[src/hdl/crl_pkg.sv]
`default_nettype none
package crl_pkg;
	// serial command word layout
	localparam int WORD_BITS = 16;
	localparam logic [7:0] CMD_PREFIX = 8'hc2;
	localparam logic [15:0] CFG_RESET = 16'hc22c;
	localparam logic [7:0] CFG_BYTE_RESET = 8'h2c;
	// configuration byte fields
	localparam int AUTO_LOCK_BIT = 7;
	localparam int MANUAL_SPEED_BIT = 6;
	localparam int FILTER_TYPE_BIT = 4;
	localparam int QUALITY_LSB = 0;
	localparam int QUALITY_BITS = 3;
	// acquisition length in data transitions before lock is declared
	localparam logic [4:0] FAST_LOCK_EDGES = 5'h08;
	localparam logic [4:0] SLOW_LOCK_EDGES = 5'h10;
	localparam logic [4:0] BIT_COUNT_RESET = 5'h00;

	typedef enum logic [1:0] {
		CRL_IDLE = 2'b00,
		CRL_ACQUIRE = 2'b01,
		CRL_LOCKED = 2'b10
	} crl_state_e;
endpackage
`default_nettype wire

[src/hdl/crl_cmd_shift.sv]
`timescale 1ns/1ps
`default_nettype none
module crl_cmd_shift (
	// system
	input wire logic clock,
	input wire logic rst_n,
	// serial command pins
	input wire logic serClk,
	input wire logic serData,
	input wire logic serSelN,
	// assembled word
	output logic wordValid,
	output logic [15:0] wordData
);
	logic sckPrev_q, sckPrev_d;
	logic [4:0] count_q, count_d;
	logic [15:0] shift_q, shift_d;
	logic valid_q, valid_d;

	// sample on rising serial clock, msb first; deselect restarts the word
	always_comb begin
		sckPrev_d = serClk;
		count_d = count_q;
		shift_d = shift_q;
		valid_d = 1'b0;
		if (serSelN) begin
			count_d = crl_pkg::BIT_COUNT_RESET;
		end else if (serClk && !sckPrev_q) begin
			shift_d = {shift_q[14:0], serData};
			if (count_q == 5'(crl_pkg::WORD_BITS - 1)) begin
				count_d = crl_pkg::BIT_COUNT_RESET;
				valid_d = 1'b1;
			end else begin
				count_d = count_q + 5'h01;
			end
		end
	end

	always_ff @(posedge clock or negedge rst_n) begin
		if (!rst_n) begin
			sckPrev_q <= 1'b0;
			count_q <= crl_pkg::BIT_COUNT_RESET;
			shift_q <= 16'h0000;
			valid_q <= 1'b0;
		end else begin
			sckPrev_q <= sckPrev_d;
			count_q <= count_d;
			shift_q <= shift_d;
			valid_q <= valid_d;
		end
	end

	assign wordValid = valid_q;
	assign wordData = shift_q;
endmodule // crl_cmd_shift
`default_nettype wire

[src/hdl/crl_lock_ctrl.sv]
// Overview of operation
// - reset loads configuration word 0xc22c
// - auto: acquire fast, then slow after lock
// - manual: speed follows speed bit from the first clock after reset, which sets it fast
// - manual fast locks after short preamble
// - manual slow needs longer acquisition, preamble
`timescale 1ns/1ps
`default_nettype none
module crl_lock_ctrl (
	// system
	input wire logic clock,
	input wire logic rst_n,
	// serial command pins from the host
	input wire logic serClk,
	input wire logic serData,
	input wire logic serSelN,
	// recovered data path
	input wire logic carrierValid,
	input wire logic dataEdge,
	// configuration and lock status
	output logic [7:0] configByte,
	output logic autoLock,
	output logic filterType,
	output logic [2:0] qualityThreshold,
	output logic fastMode,
	output logic locked
);
	logic wordValid;
	logic [15:0] wordData;
	logic [7:0] cfg_q, cfg_d;
	crl_pkg::crl_state_e state_q, state_d;
	logic [4:0] edgeCnt_q, edgeCnt_d;
	logic fast_q, fast_d;
	logic lockedOut_q, lockedOut_d;
	logic [4:0] need;

	crl_cmd_shift u_shift (
		.clock(clock),
		.rst_n(rst_n),
		.serClk(serClk),
		.serData(serData),
		.serSelN(serSelN),
		.wordValid(wordValid),
		.wordData(wordData)
	);

	// prefix decode, shared by the byte load and its checks
	function automatic logic is_cfg_word(input logic [15:0] w);
		return w[15:8] == crl_pkg::CMD_PREFIX;
	endfunction

	// only words carrying our prefix touch the byte; others are dropped
	always_comb begin
		cfg_d = cfg_q;
		if (wordValid && is_cfg_word(wordData)) begin
			cfg_d = wordData[7:0];
		end
	end

	always_ff @(posedge clock or negedge rst_n) begin
		if (!rst_n) begin
			cfg_q <= crl_pkg::CFG_BYTE_RESET;
		end else begin
			cfg_q <= cfg_d;
		end
	end

	// the edge target follows the registered speed, so a speed change
	// mid-acquisition takes effect one cycle later
	assign need = fast_q ? crl_pkg::FAST_LOCK_EDGES :
		crl_pkg::SLOW_LOCK_EDGES;

	// acquisition sequence; losing carrier always restarts it
	always_comb begin
		state_d = state_q;
		edgeCnt_d = edgeCnt_q;
		case (state_q)
			crl_pkg::CRL_IDLE: begin
				edgeCnt_d = crl_pkg::BIT_COUNT_RESET;
				if (carrierValid) begin
					state_d = crl_pkg::CRL_ACQUIRE;
				end
			end
			crl_pkg::CRL_ACQUIRE: begin
				if (!carrierValid) begin
					state_d = crl_pkg::CRL_IDLE;
				end else if (dataEdge) begin
					if (edgeCnt_q >= need - 5'h01) begin
						state_d = crl_pkg::CRL_LOCKED;
					end else begin
						edgeCnt_d = edgeCnt_q + 5'h01;
					end
				end
			end
			crl_pkg::CRL_LOCKED: begin
				if (!carrierValid) begin
					state_d = crl_pkg::CRL_IDLE;
				end
			end
			default: begin
				state_d = crl_pkg::CRL_IDLE;
			end
		endcase
		if (cfg_q[crl_pkg::AUTO_LOCK_BIT]) begin
			fast_d = (state_d != crl_pkg::CRL_LOCKED);
		end else begin
			fast_d = cfg_q[crl_pkg::MANUAL_SPEED_BIT];
		end
		lockedOut_d = (state_d == crl_pkg::CRL_LOCKED);
	end

	always_ff @(posedge clock or negedge rst_n) begin
		if (!rst_n) begin
			state_q <= crl_pkg::CRL_IDLE;
			edgeCnt_q <= crl_pkg::BIT_COUNT_RESET;
			fast_q <= 1'b1;
			lockedOut_q <= 1'b0;
		end else begin
			state_q <= state_d;
			edgeCnt_q <= edgeCnt_d;
			fast_q <= fast_d;
			lockedOut_q <= lockedOut_d;
		end
	end

	assign configByte = cfg_q;
	assign autoLock = cfg_q[crl_pkg::AUTO_LOCK_BIT];
	assign filterType = cfg_q[crl_pkg::FILTER_TYPE_BIT];
	assign qualityThreshold =
		cfg_q[crl_pkg::QUALITY_LSB +: crl_pkg::QUALITY_BITS];
	assign fastMode = fast_q;
	assign locked = lockedOut_q;

	// helper: high from the second cycle after reset release
	logic seen_q;
	always_ff @(posedge clock or negedge rst_n) begin
		if (!rst_n) begin
			seen_q <= 1'b0;
		end else begin
			seen_q <= 1'b1;
		end
	end

	property p_reset_value;
		@(posedge clock) disable iff (!rst_n)
		!seen_q |-> (configByte == crl_pkg::CFG_BYTE_RESET && fastMode);
	endproperty
	a_reset_value: assert property (p_reset_value)
		else $error("configuration not at reset value");

	property p_auto_fast;
		@(posedge clock) disable iff (!rst_n)
		(autoLock && state_q == crl_pkg::CRL_ACQUIRE && $stable(autoLock))
			|-> fastMode;
	endproperty
	a_auto_fast: assert property (p_auto_fast)
		else $error("auto acquisition not in fast mode");

	property p_auto_slow;
		@(posedge clock) disable iff (!rst_n)
		($rose(locked) && autoLock && $stable(autoLock)) |-> !fastMode;
	endproperty
	a_auto_slow: assert property (p_auto_slow)
		else $error("auto lock did not switch to slow");

	property p_manual_speed;
		@(posedge clock) disable iff (!rst_n)
		!configByte[crl_pkg::AUTO_LOCK_BIT] |=>
			fastMode == $past(configByte[crl_pkg::MANUAL_SPEED_BIT]);
	endproperty
	a_manual_speed: assert property (p_manual_speed)
		else $error("manual speed bit not followed");

	property p_fast_lock;
		@(posedge clock) disable iff (!rst_n)
		(state_q == crl_pkg::CRL_ACQUIRE && fastMode && carrierValid &&
			dataEdge && edgeCnt_q == 5'h07) |=> locked;
	endproperty
	a_fast_lock: assert property (p_fast_lock)
		else $error("fast mode did not lock on eighth edge");

	property p_slow_wait;
		@(posedge clock) disable iff (!rst_n)
		(state_q == crl_pkg::CRL_ACQUIRE && !fastMode &&
			edgeCnt_q < 5'h0f) |=> !locked;
	endproperty
	a_slow_wait: assert property (p_slow_wait)
		else $error("slow mode locked early");

	property p_slow_lock;
		@(posedge clock) disable iff (!rst_n)
		(state_q == crl_pkg::CRL_ACQUIRE && !fastMode && carrierValid &&
			dataEdge && edgeCnt_q == 5'h0f) |=> locked;
	endproperty
	a_slow_lock: assert property (p_slow_lock)
		else $error("slow mode did not lock on sixteenth edge");

	// lock may only come out of an acquisition step, never from idle
	property p_lock_source;
		@(posedge clock) disable iff (!rst_n)
		$rose(locked) |->
			$past(state_q == crl_pkg::CRL_ACQUIRE && dataEdge);
	endproperty
	a_lock_source: assert property (p_lock_source)
		else $error("lock rose without an acquisition edge");

	property p_prefix_load;
		@(posedge clock) disable iff (!rst_n)
		(wordValid && is_cfg_word(wordData)) |=>
			configByte == $past(wordData[7:0]);
	endproperty
	a_prefix_load: assert property (p_prefix_load)
		else $error("prefixed word not loaded");

	// no prefixed word, no change to the byte
	property p_foreign_hold;
		@(posedge clock) disable iff (!rst_n)
		!(wordValid && is_cfg_word(wordData)) |=> $stable(configByte);
	endproperty
	a_foreign_hold: assert property (p_foreign_hold)
		else $error("byte changed without its prefix");

	c_prefix_write: cover property (@(posedge clock) disable iff (!rst_n)
		wordValid && is_cfg_word(wordData));
	c_auto_lock: cover property (@(posedge clock) disable iff (!rst_n)
		$rose(locked) && autoLock);
	c_manual_slow_lock: cover property (@(posedge clock)
		disable iff (!rst_n) $rose(locked) && !autoLock && !fastMode);
	c_manual_fast_lock: cover property (@(posedge clock)
		disable iff (!rst_n) $rose(locked) && !autoLock && fastMode);
endmodule // crl_lock_ctrl
`default_nettype wire

[config.mk]
export PLATFORM = sky130hd
export DESIGN_NAME = crl_lock_ctrl
export DESIGN_NICKNAME = d
export VERILOG_FILES = /design/src/hdl/crl_pkg.sv /design/src/hdl/crl_cmd_shift.sv /design/src/hdl/crl_lock_ctrl.sv
export SDC_FILE = /design/constraint.sdc
export NUM_CORES = 1
export LEC_CHECK = 0
export ABC_AREA = 1
export BUFFER_PORTS_ARGS = -buffer_cell sky130_fd_sc_hd__buf_2
export CAP_MARGIN = 10
export CORE_MARGIN = 1
export CORE_UTILIZATION = 50
export CTS_CLUSTER_DIAMETER = 40
export DETAILED_ROUTE_END_ITERATION = 12
export PLACE_DENSITY = 0.7
export SLEW_MARGIN = 15
export SYNTH_ARGS = -nofsm -noshare
export SYNTH_HDL_FRONTEND = slang
export SYNTH_HIERARCHICAL = 1
export SYNTH_SLANG_ARGS = --single-unit
export TNS_END_PERCENT = 1
[constraint.sdc]
create_clock -name clock -period 2.1 [get_ports clock]
set_input_delay 0.315 -clock clock [delete_from_list [all_inputs] [get_ports clock]]
set_output_delay 0.315 -clock clock [all_outputs]
set_load 0.02 [all_outputs]
==> reports/metrics.yaml <==
core_mm2: 0.003442
cts_inserted_buffers: 5
num_io_pins: 22
fp.dieH_um: 62.86
min_path_type: "input port to async pin"
rr_startpoint: "edgeCnt_q[3]"
synthCells: 216
critPathCaptureType: "flop"
initialDrtViolationCount: 87
cts_root_buf: "clkbuf_8"
dr_total_vias: 1335
antenna_found_initial: 0
peakVddDrop_v: 0.0004161
htreeDepth: 2
row_count: 21
ys_seq_area_frac: 0.5432
intPower_mw: 1.226
fin_crit_sh: 0.6675
cts_resized: 0
dp_hpwl_mm: 2.028
cp-startpoint: "edgeCnt_q[3]"
synthFlopType: "dfrtp_1"
status: "complete, no violations"
dp_cells: 276
grt_pass1_vias: 1291
seq_power_share: 0.540
power_mw: 1.617
die-area_mm2: 0.003951
synth_cell_types: 24
antenna_cells: 0
setup_tns_ns: 0
synth_commonest_cells: "nand2_1 (93), dfrtp_1 (36), inv_1 (16), nand3_1 (14), nor2_1 (11)"
start_util: 0.5380
cp_max_fo: 6
gp_congestion: 0.8350
cp_top_family: "simple AND/OR/NAND/NOR gates"
ys_top_cells_by_area: "dfrtp_1 (49%), nand2_1 (19%), dfstp_2 (5.7%), nand3_1 (3.8%), inv_1 (3.2%)"
dr.pass1.iters: 4
grt_usage: 0.1701
async_flop_share: 1.000
maxSlewViolCount: 0
synth_most_common_cell: "nand2_1"
rsz0062_at_grt: "no"
grt_pass1_wl_mm: 5.361
grt_max_degree: 41
sw_frac_of_total: 0.2420
drive_gt1_frac: 0.1849
p_per_area_mw_per_mm2: 780.1
hold_violations: 0
finalNonFillerCells: 284
maxCapViolCount: 0
grt_overflow: 0
yosysTopAreaCellShare: 0.4865
post-route-drc-count: 0
pwr-share-comb: 0.081
cts_tree: "yes"
fmax_ghz: 0.7134
p_leak_nw: 1.184
crit_path_start_kind: "flop"
via_per_inst: 4.701
clk_path_buf_depth: 2
skew_ns: 0.009771
synth_edf_count: 0
clkPwrFrac: 0.379
fin_nets: 247
path_buf_inv: 0
hold_buffers: 0
power_switching_mw: 0.3914
cp_slowest_cell: "dfrtp_1"
clock_latency_ns: 0.29
dpl_cell_area_mm2: 0.001962
syn-num-nets: 226
die_w_um: 62.86
path_clk_slew_ns: 0.08
wl_per_cell_um: 10.24
stdcell_area_mm2: 0.002073
setup_violations: 0
relSlewSlack: 0.6807
synth_area_per_cell_um2: 8.573
numPortBuffers: 21
cts_setup_buffers: 0
synth_area_mm2: 0.001852
arrival_ns: 1.59
worstMarginPinSlew_ns: 0.4790
crit_chain: "ha_1 > nor2_1 > nand3_1 > nand3_2 > nand3_2 > nand2_1 > nand2_1"
area_growth_pct: 11.96
postRouteWirelength_mm: 2.907
cts_num_sinks: 40
ys_warn_count: 6
synth-seq-cells: 40
worstSetupPathType: "flop to flop"
required_ns: 2.29
postRouteAntennaNets: 0
fin_crit_ns: 1.402
synth_top_cell_by_area: "dfrtp_1"
critPathMaxStageDelay_ns: 0.44
-- worst paths after layout --
kind / end / slack (ns) / cells past startpoint
max in group asynchronous: fastMode / 1.67 / 2
hold / removal: edgeCnt_q[2] / 0.06 / 2
min in group clock: u_shift/sckPrev_q / 0.22 / 1
setup / recovery: edgeCnt_q[3] / 0.70 / 7
setup reg to reg: edgeCnt_q[3] / 0.70 / 7
hold reg to reg: configByte[3] / 0.46 / 2
-- final cells by class --
| type | instances | area, um2 |
|---|---|---|
| clock buffers | 5 | 68.82 |
| repair buffers | 22 | 112.6 |
| fillers | 303 | 1369 |
| well taps | 46 | 57.56 |
| clock inverters | 3 | 42.54 |
| multi-input cells | 150 | 718.2 |
| flip-flops and latches | 40 | 1006 |
| inverters | 18 | 67.56 |
-- stage by stage --
step                      utilization  hold slack, ns  setup slack, ns
after floorplan                     -         0.01941           0.7358
after global placement         0.5700          0.4019           0.6928
after detailed placement       0.5700          0.3968           0.7028
after CTS                      0.6023         0.08394           0.6980
after global routing           0.6023          0.1102           0.5788
final                          0.6023         0.06421           0.6982
-- cell families after synthesis --
| kind of cell | Yosys count | share of synthesized area |
|---|---|---|
| buffers and inverters | 26 | 0.06892 |
| AOI/OAI and AO/OA | 10 | 0.02905 |
| xor gates and xnor gates | 1 | 0.004731 |
| and+or+nand+nor | 136 | 0.3338 |
| adders and majority gates | 3 | 0.02027 |
| DFF | 40 | 0.5432 |
-- layout by cell type (no fill, tap or decap) --
cell | Yosys | final
a21oi_1 | 2 | 2
and3_1 | 1 | 1
buf_2 | 0 | 21
buf_4 | 6 | 1
bufinv_16 | 0 | 1
clkbuf_8 | 0 | 5
clkinv_2 | 0 | 1
clkinvlp_4 | 0 | 1
dfrtp_1 | 36 | 36
dfstp_2 | 4 | 4
ha_1 | 3 | 3
inv_1 | 16 | 16
inv_2 | 2 | 2
nand2_1 | 93 | 93
nand2_2 | 1 | 1
nand2_4 | 1 | 1
nand3_1 | 14 | 14
nand3_2 | 2 | 2
nand3b_4 | 1 | 1
nand4_1 | 9 | 9
nor2_1 | 11 | 11
nor2_4 | 1 | 1
nor3b_1 | 1 | 1
nor3b_4 | 1 | 1
o21ai_0 | 7 | 7
o21ai_2 | 1 | 1
xnor2_1 | 1 | 1
-- power groups by stage --
stage / Clock [mW] / Combinational, mW / Sequential [mW]
after global routing: 0.670 / 0.156 / 0.883
after CTS: 0.633 / 0.134 / 0.874
after floorplan: 0 / 0.0947 / 0.876
after global placement: 0 / 0.131 / 0.889
after detailed placement: 0 / 0.133 / 0.888
final: 0.613 / 0.131 / 0.874
-- flip-flops by register name (all words and copies together) (netlist names) --
name,cells
u_shift/sckPrev_q,1
u_shift/count_q,5
configByte,8
fastMode,1
state_q,2
u_shift/wordValid,1
u_shift/wordData,16
edgeCnt_q,5
locked,1
-- routing by layer --
| layer | vias to the layer above | track usage | wire length (um) |
|---|---|---|---|
| met4 | 0 | 0.04360 | 0 |
| met5 | - | 0 | 0 |
| met1 | 594 | 0.2241 | 1512 |
| li1 | 718 | - | - |
| met3 | 0 | 0.04380 | 97 |
| met2 | 23 | 0.2785 | 1297 |
Power figures use the tool's default switching activity.
